--- src/logic/hsic_pkg.sv ---
// Package for hot swap insertion control: offsets, field positions, states and carriers.
package hsic_pkg;

  // ----------------------------------------------------------------
  // Register byte offsets on the Avalon-MM slave.
  // ----------------------------------------------------------------
  localparam logic [7:0] REG_HSCS = 8'h00;
  localparam logic [7:0] REG_MISC2 = 8'h04;
  localparam logic [7:0] REG_STATUS = 8'h08;
  localparam logic [7:0] REG_ISTS = 8'h0c;
  localparam logic [7:0] REG_IMSK = 8'h10;

  // ----------------------------------------------------------------
  // Field positions.
  // ----------------------------------------------------------------
  localparam int HSCS_ENUM_MASK = 1;
  localparam int HSCS_LED_ON = 3;
  localparam int HSCS_EXTRACT = 6;
  localparam int HSCS_INSERT = 7;
  localparam int MISC2_HOLD = 0;
  localparam int OPT_HOLD = 0;
  localparam int OPT_LOAD = 1;
  localparam int OPT_ENUM = 2;
  localparam int OPT_BURST = 3;
  localparam int EV_INSERT = 0;
  localparam int EV_EXTRACT = 1;
  localparam int EV_LATCH = 2;
  localparam int EV_LOAD = 3;
  localparam int NEV = 4;
  localparam int NOPT = 4;

  // Synchroniser input vector layout.
  localparam int IN_HEALTHY = 0;
  localparam int IN_RST = 1;
  localparam int IN_SW = 2;
  localparam int IN_LRI = 3;
  localparam int IN_OPT = 4;
  localparam int SYNC_W = 8;

  // ----------------------------------------------------------------
  // Values after reset.
  // ----------------------------------------------------------------
  // Idle pin levels: unpowered, PCI reset released, latch closed, local reset released.
  localparam logic [SYNC_W-1:0] SYNC_RST = 8'h0f;
  localparam logic [NOPT-1:0] OPT_RST = 4'h0;
  localparam logic [NEV-1:0] EV_RST = 4'h0;

  typedef enum logic [3:0] {
    ST_RESET = 4'h1,
    ST_LOAD = 4'h2,
    ST_HOLD = 4'h4,
    ST_READY = 4'h8
  } hsic_state_e;

  typedef struct packed {
    logic read;
    logic write;
    logic [7:0] address;
    logic [31:0] writedata;
    logic [3:0] byteenable;
  } hsic_avs_req_s;

  typedef struct packed {
    logic [31:0] readdata;
    logic waitrequest;
  } hsic_avs_rsp_s;

  // Open-drain pin: output level and enable.
  typedef struct packed {
    logic o;
    logic oe;
  } hsic_od_s;

endpackage : hsic_pkg

--- src/logic/hsic_top.sv ---
// Hot swap insertion control with Avalon-MM register slave.
// Operation
// - Drive LED low when unhealthy or requested.
// - Float LED pin when it should be dark.
// - Ejector low is open, high closed.
// - Internal reset is healthy-off OR PCI reset.
// - While unhealthy, float all outputs but LED.
// - Powered and PCI reset: drive local reset.
// - Sample option pins on three reset edges.
// - Start EEPROM load on reset exit if enabled.
// - After load set insertion, ENUM, accept config.
// - Host hold option: withhold ENUM, retry config.
// - Clearing host hold releases insertion and ENUM.
// - Host write of flag or mask releases ENUM.
// - ENUM signals insertion or coming removal.
// - LED open-drain output, ejector switch input.
// - Provide hot swap control and status register.
module hsic_top
  import hsic_pkg::*;
(
  // Clock and reset.
  input wire logic core_clk,
  input wire logic srst,
  // Avalon-MM register slave.
  input hsic_pkg::hsic_avs_req_s avs_req,
  output hsic_pkg::hsic_avs_rsp_s avs_rsp,
  // Hot swap pins.
  input wire logic backend_healthy_n,
  input wire logic pci_rst_n,
  input wire logic ejector_switch,
  input wire logic local_reset_in_n,
  input wire logic [hsic_pkg::NOPT-1:0] option_pins,
  output hsic_pkg::hsic_od_s latch_indicator_led_n,
  output hsic_pkg::hsic_od_s enum_n,
  output hsic_pkg::hsic_od_s local_reset_out_n,
  // Configuration loader handshake.
  output logic eeprom_load_req,
  input wire logic eeprom_load_done,
  // Host configuration cycle gating and the burst option pin.
  output logic cfg_accept,
  output logic cfg_retry,
  output logic burst_option_pin,
  // Interrupt.
  output logic irq
);

  // ----------------------------------------------------------------
  // State.
  // ----------------------------------------------------------------
  // Everything the block remembers lives in this one record, so the reset
  // branch and the next-state process cannot drift apart field by field.
  // The synchroniser stages, the filtered levels and the older copy used
  // for edge detection all share one bit layout, set in the package.
  typedef struct packed {
    logic [SYNC_W-1:0] s1;
    logic [SYNC_W-1:0] s2;
    logic [SYNC_W-1:0] s3;
    logic [SYNC_W-1:0] filt;
    logic [SYNC_W-1:0] prev;
    hsic_state_e st;
    logic [NOPT-1:0] opts;
    logic insertion_flag;
    logic extraction_flag;
    logic led_on_request;
    logic enum_interrupt_mask;
    logic hold;
    logic [NEV-1:0] ists;
    logic [NEV-1:0] imsk;
    hsic_avs_rsp_s rsp;
    hsic_od_s led;
    hsic_od_s en;
    hsic_od_s lro;
    logic ee_req;
    logic acc;
    logic rty;
    logic irq;
  } hsic_regs_s;

  hsic_regs_s q_r;
  hsic_regs_s q_nxt;

  // Decoded conditions and bus qualifiers; all of them are combinational
  // functions of the state register, the bus request and, for ev, eeprom_load_done.
  logic healthy_off;
  logic rst_act;
  logic int_reset;
  logic fall_healthy;
  logic rise_rst;
  logic rise_lri;
  logic sample_opts;
  logic [NOPT-1:0] opts_now;
  logic sw_fall;
  logic sw_edge;
  logic bus_req;
  logic take;
  logic wr_low;
  logic [NEV-1:0] ev;
  logic [31:0] rd_val;

  // ----------------------------------------------------------------
  // Conditions derived from the filtered pin levels.
  // ----------------------------------------------------------------
  // Edges are taken between the filtered level and its copy one cycle
  // older, so each pin change yields exactly one single-cycle pulse.
  // A glitch shorter than one clock period never reaches the filter.
  // Only the filtered copy is ever looked at, never the raw stages.
  assign healthy_off = q_r.filt[IN_HEALTHY];
  assign rst_act = ~q_r.filt[IN_RST];
  assign int_reset = healthy_off | rst_act;
  assign fall_healthy = q_r.prev[IN_HEALTHY] & ~q_r.filt[IN_HEALTHY];
  assign rise_rst = ~q_r.prev[IN_RST] & q_r.filt[IN_RST];
  assign rise_lri = ~q_r.prev[IN_LRI] & q_r.filt[IN_LRI];
  assign sample_opts = fall_healthy | rise_rst | rise_lri;
  assign opts_now = sample_opts ? q_r.filt[IN_OPT +: NOPT] : q_r.opts;
  // Low on the switch means the ejector latch has been opened.
  assign sw_fall = q_r.prev[IN_SW] & ~q_r.filt[IN_SW];
  assign sw_edge = q_r.prev[IN_SW] ^ q_r.filt[IN_SW];

  // A request is taken on the edge where waitrequest is seen low.
  assign bus_req = avs_req.read | avs_req.write;
  assign take = bus_req & ~q_r.rsp.waitrequest;
  assign wr_low = take & avs_req.write & avs_req.byteenable[0];

  // ----------------------------------------------------------------
  // Read multiplexer; unmapped offsets read as zero.
  // ----------------------------------------------------------------
  // Map: 0x00 hot swap control and status, 0x04 misc control two,
  // 0x08 live status (state, switch, healthy, reset, options),
  // 0x0c sticky event status and 0x10 event mask.
  // The mux decodes the address that stands during the wait cycle, so the
  // answer shows the registers as they were one edge before the ack.
  always_comb begin
    rd_val = 32'h0;
    case (avs_req.address)
      REG_HSCS: begin
        rd_val[HSCS_INSERT] = q_r.insertion_flag;
        rd_val[HSCS_EXTRACT] = q_r.extraction_flag;
        rd_val[HSCS_LED_ON] = q_r.led_on_request;
        rd_val[HSCS_ENUM_MASK] = q_r.enum_interrupt_mask;
      end
      REG_MISC2: begin
        rd_val[MISC2_HOLD] = q_r.hold;
      end
      REG_STATUS: begin
        rd_val[3:0] = q_r.st;
        rd_val[4] = q_r.filt[IN_SW];
        rd_val[5] = healthy_off;
        rd_val[6] = rst_act;
        rd_val[11:8] = q_r.opts;
      end
      REG_ISTS: begin
        rd_val[NEV-1:0] = q_r.ists;
      end
      REG_IMSK: begin
        rd_val[NEV-1:0] = q_r.imsk;
      end
      default: begin
        rd_val = 32'h0;
      end
    endcase
  end

  // ----------------------------------------------------------------
  // Next-state logic.
  // ----------------------------------------------------------------
  always_comb begin
    q_nxt = q_r;
    ev = EV_RST;

    // The next state starts as a copy of the present one; each section
    // below overrides only the fields it owns. Later sections win, which
    // is what gives the internal reset and the hardware sets priority.
    // Three-stage synchroniser; a level counts once stages two and three agree.
    q_nxt.s1 = {option_pins, local_reset_in_n, ejector_switch, pci_rst_n,
                backend_healthy_n};
    q_nxt.s2 = q_r.s1;
    q_nxt.s3 = q_r.s2;
    q_nxt.filt = (q_r.s2 & q_r.s3) | (q_r.filt & (q_r.s2 | q_r.s3));
    q_nxt.prev = q_r.filt;

    // Option pins are latched only at one of the reset release edges.
    // Between those edges the latched copy holds, whatever the pins do.
    q_nxt.opts = opts_now;

    // Bus handshake: one wait cycle, then a single cycle with wait low.
    // The edge that ends the low cycle is the one where a write lands.
    // A master that keeps its request up gets a fresh answer two edges
    // later, so back to back transfers never see a stale acknowledge.
    q_nxt.rsp.waitrequest = 1'b1;
    if (bus_req && q_r.rsp.waitrequest) begin
      q_nxt.rsp.waitrequest = 1'b0;
      q_nxt.rsp.readdata = avs_req.read ? rd_val : 32'h0;
    end

    // Register writes; W1C bits first, hardware sets below win over them.
    // Only byte lane zero carries bits, so a write without it is ignored
    // but still answered like any other.
    if (wr_low) begin
      case (avs_req.address)
        REG_HSCS: begin
          q_nxt.led_on_request = avs_req.writedata[HSCS_LED_ON];
          q_nxt.enum_interrupt_mask = avs_req.writedata[HSCS_ENUM_MASK];
          // Writing the flag or setting the mask drops the insertion flag.
          if (avs_req.writedata[HSCS_INSERT] || avs_req.writedata[HSCS_ENUM_MASK]) begin
            q_nxt.insertion_flag = 1'b0;
          end
          if (avs_req.writedata[HSCS_EXTRACT]) begin
            q_nxt.extraction_flag = 1'b0;
          end
        end
        REG_MISC2: begin
          q_nxt.hold = avs_req.writedata[MISC2_HOLD];
        end
        REG_ISTS: begin
          q_nxt.ists = q_r.ists & ~avs_req.writedata[NEV-1:0];
        end
        REG_IMSK: begin
          q_nxt.imsk = avs_req.writedata[NEV-1:0];
        end
        default: begin
          q_nxt.imsk = q_r.imsk;
        end
      endcase
    end

    // Power-up sequence. Leaving reset, the block either starts the loader,
    // parks in the hold state for the local processor, or goes straight to
    // ready. Only the ready state lets the host configure the card.
    q_nxt.ee_req = 1'b0;
    case (q_r.st)
      ST_RESET: begin
        if (!int_reset) begin
          q_nxt.hold = opts_now[OPT_HOLD];
          if (opts_now[OPT_LOAD]) begin
            q_nxt.st = ST_LOAD;
            q_nxt.ee_req = 1'b1;
          end else if (opts_now[OPT_HOLD]) begin
            q_nxt.st = ST_HOLD;
          end else begin
            q_nxt.st = ST_READY;
            q_nxt.insertion_flag = 1'b1;
            ev[EV_INSERT] = 1'b1;
          end
        end
      end
      ST_LOAD: begin
        q_nxt.ee_req = 1'b1;
        if (eeprom_load_done) begin
          q_nxt.ee_req = 1'b0;
          ev[EV_LOAD] = 1'b1;
          // The loader may have left the hold option as sampled.
          if (q_nxt.hold) begin
            q_nxt.st = ST_HOLD;
          end else begin
            q_nxt.st = ST_READY;
            q_nxt.insertion_flag = 1'b1;
            ev[EV_INSERT] = 1'b1;
          end
        end
      end
      ST_HOLD: begin
        // The local processor ends the hold by clearing the control bit.
        if (!q_nxt.hold) begin
          q_nxt.st = ST_READY;
          q_nxt.insertion_flag = 1'b1;
          ev[EV_INSERT] = 1'b1;
        end
      end
      ST_READY: begin
        // Opening the ejector announces the coming removal.
        if (sw_fall) begin
          q_nxt.extraction_flag = 1'b1;
          ev[EV_EXTRACT] = 1'b1;
        end
      end
      default: begin
        q_nxt.st = ST_RESET;
      end
    endcase
    if (q_r.st != ST_RESET && sw_edge) begin
      ev[EV_LATCH] = 1'b1;
    end

    // Internal reset overrides the sequence and the hot swap bits.
    // Events seen in the same cycle are dropped: the card is not live yet,
    // and a stale latch edge must not raise an interrupt after power-up.
    if (int_reset) begin
      q_nxt.st = ST_RESET;
      q_nxt.insertion_flag = 1'b0;
      q_nxt.extraction_flag = 1'b0;
      q_nxt.led_on_request = 1'b0;
      q_nxt.enum_interrupt_mask = 1'b0;
      q_nxt.ee_req = 1'b0;
      ev = EV_RST;
    end

    // Sticky interrupt status; a new event beats a simultaneous clear.
    // The request is registered from the next masked status, on the same edge
    // as the status itself, so software should clear a cause before it unmasks it.
    q_nxt.ists = q_nxt.ists | ev;
    q_nxt.irq = |(q_nxt.ists & q_nxt.imsk);

    // Config gating follows the next state so the outputs line up.
    // Accept and retry are never high together: ready is neither loading
    // nor held, and in reset both are low.
    q_nxt.acc = (q_nxt.st == ST_READY);
    q_nxt.rty = (q_nxt.st == ST_HOLD) | (q_nxt.st == ST_LOAD);

    // LED sinks current while unpowered or when software asks for it.
    // The internal reset clears led_on_request, so it then sinks only while unpowered; local reset out keeps working and ENUM is released.
    q_nxt.led.o = 1'b0;
    q_nxt.led.oe = healthy_off | q_nxt.led_on_request;

    // ENUM is open drain and withheld while held or masked.
    q_nxt.en.o = 1'b0;
    q_nxt.en.oe = ~healthy_off & (q_nxt.insertion_flag | q_nxt.extraction_flag)
                  & ~q_nxt.enum_interrupt_mask & q_nxt.opts[OPT_ENUM]
                  & (q_nxt.st == ST_READY);

    // Local reset out is floated while the back end is unpowered.
    q_nxt.lro.o = ~rst_act;
    q_nxt.lro.oe = ~healthy_off;
  end

  // ----------------------------------------------------------------
  // State register.
  // ----------------------------------------------------------------
  // The reset branch loads constants only; the synchroniser starts at the
  // idle level of each pin, so no false edge follows the end of reset.
  always_ff @(posedge core_clk) begin
    if (srst) begin
      q_r.s1 <= SYNC_RST;
      q_r.s2 <= SYNC_RST;
      q_r.s3 <= SYNC_RST;
      q_r.filt <= SYNC_RST;
      q_r.prev <= SYNC_RST;
      q_r.st <= ST_RESET;
      q_r.opts <= OPT_RST;
      q_r.insertion_flag <= 1'b0;
      q_r.extraction_flag <= 1'b0;
      q_r.led_on_request <= 1'b0;
      q_r.enum_interrupt_mask <= 1'b0;
      q_r.hold <= 1'b0;
      q_r.ists <= EV_RST;
      q_r.imsk <= EV_RST;
      q_r.rsp <= '{readdata: 32'h0, waitrequest: 1'b1};
      q_r.led <= '{o: 1'b0, oe: 1'b1};
      q_r.en <= '{o: 1'b0, oe: 1'b0};
      q_r.lro <= '{o: 1'b0, oe: 1'b0};
      q_r.ee_req <= 1'b0;
      q_r.acc <= 1'b0;
      q_r.rty <= 1'b0;
      q_r.irq <= 1'b0;
    end else begin
      q_r <= q_nxt;
    end
  end

  // ----------------------------------------------------------------
  // Outputs, each straight from the state register.
  // ----------------------------------------------------------------
  // Nothing is decoded on the way out, so the pins never glitch while the
  // state moves, at the price of one cycle of latency on every output.
  assign avs_rsp = q_r.rsp;
  assign latch_indicator_led_n = q_r.led;
  assign enum_n = q_r.en;
  assign local_reset_out_n = q_r.lro;
  assign eeprom_load_req = q_r.ee_req;
  assign cfg_accept = q_r.acc;
  assign cfg_retry = q_r.rty;
  assign burst_option_pin = q_r.opts[OPT_BURST];
  assign irq = q_r.irq;

endmodule : hsic_top
--- config.mk ---
export PLATFORM = sky130hd
export DESIGN_NAME = hsic_top
export DESIGN_NICKNAME = d
export VERILOG_FILES = /design/src/logic/hsic_pkg.sv /design/src/logic/hsic_top.sv
export SDC_FILE = /design/constraint.sdc
export NUM_CORES = 1
export LEC_CHECK = 0
export BUFFER_PORTS_ARGS = -buffer_cell sky130_fd_sc_hd__buf_2
export CORE_ASPECT_RATIO = 1.2
export CORE_MARGIN = 3
export CORE_UTILIZATION = 35
export DETAILED_ROUTE_END_ITERATION = 12
export SLEW_MARGIN = 20
export SYNTH_ARGS = -nofsm -noshare
export SYNTH_HDL_FRONTEND = slang
export SYNTH_SLANG_ARGS = --single-unit
--- constraint.sdc ---
create_clock -name core_clk -period 4.4 [get_ports core_clk]
set_input_delay 0.44 -clock core_clk [delete_from_list [all_inputs] [get_ports core_clk]]
set_output_delay 0.44 -clock core_clk [all_outputs]
set_load 0.01 [all_outputs]
==> results.sh <==
export IMPL_post_route_period_util=0.516
export IMPL_relSlewSlack=0.534
export IMPL_crit_path_end_kind="flip-flop"
export IMPL_cts_tree="done"
export IMPL_cp_start_kind="flip-flop"
export IMPL_layout_drive_gt1_share=0.250
export IMPL_drc=0
export IMPL_max_freq_ghz=0.441
export IMPL_dr_pass1_iters=4
export IMPL_synth_main_ff_cell="dfxtp_1"
export IMPL_start_util=0.368
export IMPL_drv_cap=0
export IMPL_die_x_um=96.4
export IMPL_drt_vias_per_instance=4.95
export IMPL_yosys_warnings=0
export IMPL_ctsHoldBuffers=0
export IMPL_r2r_end="enum_n[0]"
export IMPL_synth_edf_count=0
export IMPL_num_vias=2535
export IMPL_overflow=0
export IMPL_avgRoutedWirePerCell_um=13.7
export IMPL_outcome="completed"
export IMPL_ios=101
export IMPL_worstSetupEndpoint="enum_n[0]"
export IMPL_routabilityCongestion=0.809
export IMPL_post_cts_setup_buffer_count=0
export IMPL_hold_path_class="in2reg"
export IMPL_grt_pass1_vias=2258
export IMPL_final_max_slew_viol_count=0
export IMPL_drt_first_iter_violations=153
export IMPL_synth_cells=362
export IMPL_async_flop_share=0
export IMPL_ys_seq_elements=78
export IMPL_critPathArrivalTime_ns=2.50
export IMPL_die_y_um=114
export IMPL_numPortBuffers=49
export IMPL_hold_depth=2
export IMPL_synth_area_per_cell_sq_um=9.48
export IMPL_clk_root_buffer_cell="clkbuf_8"
export IMPL_clk_pin_slew_worst_paths_ns=0.09
export IMPL_cts_buffer_depth=2
export IMPL_vdd_drop_max_v=0.000209
export IMPL_cts_sinks=78
export IMPL_setup_viol=0
export IMPL_cp_startpoint="avs_rsp[0]"
export IMPL_row_count=38
export IMPL_numCtsBuffers=9
export IMPL_crit_path_max_fanout=8
export IMPL_grt_usage=0.130
export IMPL_p_per_area_nw_per_um2=361
export IMPL_yosysSeqAreaShare=0.455
export IMPL_setup_tns_ns=0
export IMPL_r2r_slack_ns=2.13
export IMPL_synth_cell_types=60
export IMPL_worst_pin_slew_ns=0.698
export IMPL_crit_type="reg2reg"
export IMPL_clock_skew_ns=0.00924
export IMPL_syn_area_sq_um=3430
export IMPL_total_power_mw=1.34
export IMPL_fp_dieArea_sq_um=11000
export IMPL_clock_latency_ns=0.35
export IMPL_final_core_util=0.398
export IMPL_drt_wl_total_um=7010
export IMPL_rsz0062_at_grt="no"
export IMPL_core_area_sq_um=9320
export IMPL_area_growth_pct=7.99
export IMPL_cts_repair_resized=0
export IMPL_htreeDepth=3
export IMPL_hold_viol=0
export IMPL_power_leakage_nw=1.52
export IMPL_place_hpwl_um=5030
export IMPL_grt_pass1_wl_um=11000
export IMPL_regToRegStartpoint="avs_rsp[0]"
export IMPL_cp_required_ns=4.63
export IMPL_min_period_ns=2.27
export IMPL_grt_antenna_before_repair=0
export IMPL_reg2reg_depth=5
export IMPL_grt_max_degree=57
export IMPL_fin_nets=445
export IMPL_diodes=0
export IMPL_ant_nets=0
[kinds of logic (layout without fill, tap and decap cells)]
family,Yosys count,count (layout),synth area share
AND/OR/NAND/NOR,128,128,0.217
adder cells (fa/ha/maj),1,1,0.00365
flip-flops,78,78,0.455
XOR/XNOR,2,2,0.00511
multiplexers,15,15,0.0449
other,1,22,0.00109
AO/OA/AOI/OAI,71,71,0.141
buffers and inverters,66,75,0.132
[worst max-delay path: stages, from the launching register on]
cell,delay (ns)
dfxtp_1,0.37
nor4_4,0.54
a41oi_1,0.25
a311oi_2,0.42
o21bai_1,0.21
a211oi_1,0.36
[synthesized netlist by cell type, drive strengths merged (4+ instances only)]
master | count | share of area
nand2b | 8 | 0.015
and2 | 7 | 0.013
dfxtp | 78 | 0.46
or2 | 14 | 0.026
nand4 | 5 | 0.0091
inv | 7 | 0.0077
nor2 | 36 | 0.039
nor4b | 4 | 0.012
clkbuf | 15 | 0.028
nor2b | 17 | 0.031
o31ai | 4 | 0.0088
a21oi | 15 | 0.022
nor3 | 5 | 0.0088
buf | 43 | 0.093
nand2 | 13 | 0.014
o21ai | 15 | 0.022
mux2i | 12 | 0.035
a22oi | 10 | 0.022
[metrics by stage]
step           setup slack [ns]  instance area (sq um)  hold slack (ns)  std cells
2_1_floorplan              2.37                   3510            0.389        383
3_3_place_gp               1.95                   3500            0.392        496
3_5_place_dp               1.97                   3500            0.394        496
4_1_cts                    2.14                   3700            0.243        512
5_1_grt                    1.87                   3700            0.253        512
6_report                   2.13                   3700            0.264        512
[power breakdown]
part / switching, mW / internal [mW] / leakage, nW / total, mW
logic: 0.0433 / 0.0233 / 0.787 / 0.0665
registers: 0.00492 / 0.716 / 0.634 / 0.721
clock network: 0.281 / 0.271 / 0.103 / 0.552
total: 0.329 / 1.01 / 1.52 / 1.34
[area by class of cell]
type	count	area (sq um)
Multi-Input combinational cell	239	1500
Clock buffer	9	124
Inverter	7	26.3
Fill cell	945	5610
Timing Repair Buffer	52	268
Tap cell	120	150
Clock inverter	7	80.1
Sequential cell	78	1560
[sequential cells by signal, summed over array words and instances, names as in the netlist]
name,flops
q_r,32
q_nxt,23
avs_rsp,13
local_reset_out_n,2
burst_option_pin,1
cfg_accept,1
cfg_retry,1
eeprom_load_req,1
enum_n,1
healthy_off,1
irq,1
latch_indicator_led_n,1
[layout by cell type, fill, tap and decap left out, types with 2 or more instances in the layout]
| master | count |
|---|---|
| buf_2 | 49 |
| mux2i_1 | 12 |
| nand2b_1 | 8 |
| a32oi_1 | 3 |
| nand3_1 | 3 |
| nand4_1 | 5 |
| a211oi_1 | 2 |
| o41ai_1 | 2 |
| nor2_1 | 36 |
| nor3_1 | 4 |
| o31a_2 | 2 |
| buf_4 | 3 |
| nor2b_1 | 17 |
| o31ai_1 | 4 |
| mux2_2 | 3 |
| and2_1 | 6 |
| a22oi_1 | 10 |
| a211o_1 | 2 |
| o21bai_1 | 2 |
| o21ai_0 | 15 |
| inv_6 | 3 |
| dfxtp_1 | 78 |
| nor3b_1 | 2 |
| a31o_2 | 2 |
| or2_2 | 14 |
| nor4b_1 | 3 |
| and3b_1 | 2 |
| a31oi_1 | 3 |
| o32ai_1 | 2 |
| clkbuf_8 | 9 |
| inv_1 | 7 |
| xor2_1 | 2 |
| a21oi_1 | 15 |
| nand2_1 | 13 |
| conb_1 | 22 |
[layer usage]
layer,track usage,wire length [um],vias to the layer above
li1,-,-,1250
met1,0.163,3040,1206
met2,0.214,3460,70
met3,0.0243,410,9
met4,0.0617,104,0
met5,0,0,-
[worst min path at each step]
stage,startpoint,to,slack (ns)
floorplan,q_nxt[88],q_nxt[80],0.39
global placement,q_nxt[89],q_nxt[81],0.39
detailed placement,q_nxt[89],q_nxt[81],0.39
CTS,backend_healthy_n,q_nxt[88],0.24
global route,backend_healthy_n,q_nxt[88],0.25
finish,backend_healthy_n,q_nxt[88],0.26
Note: power is estimated with default switching activity, not from simulation.
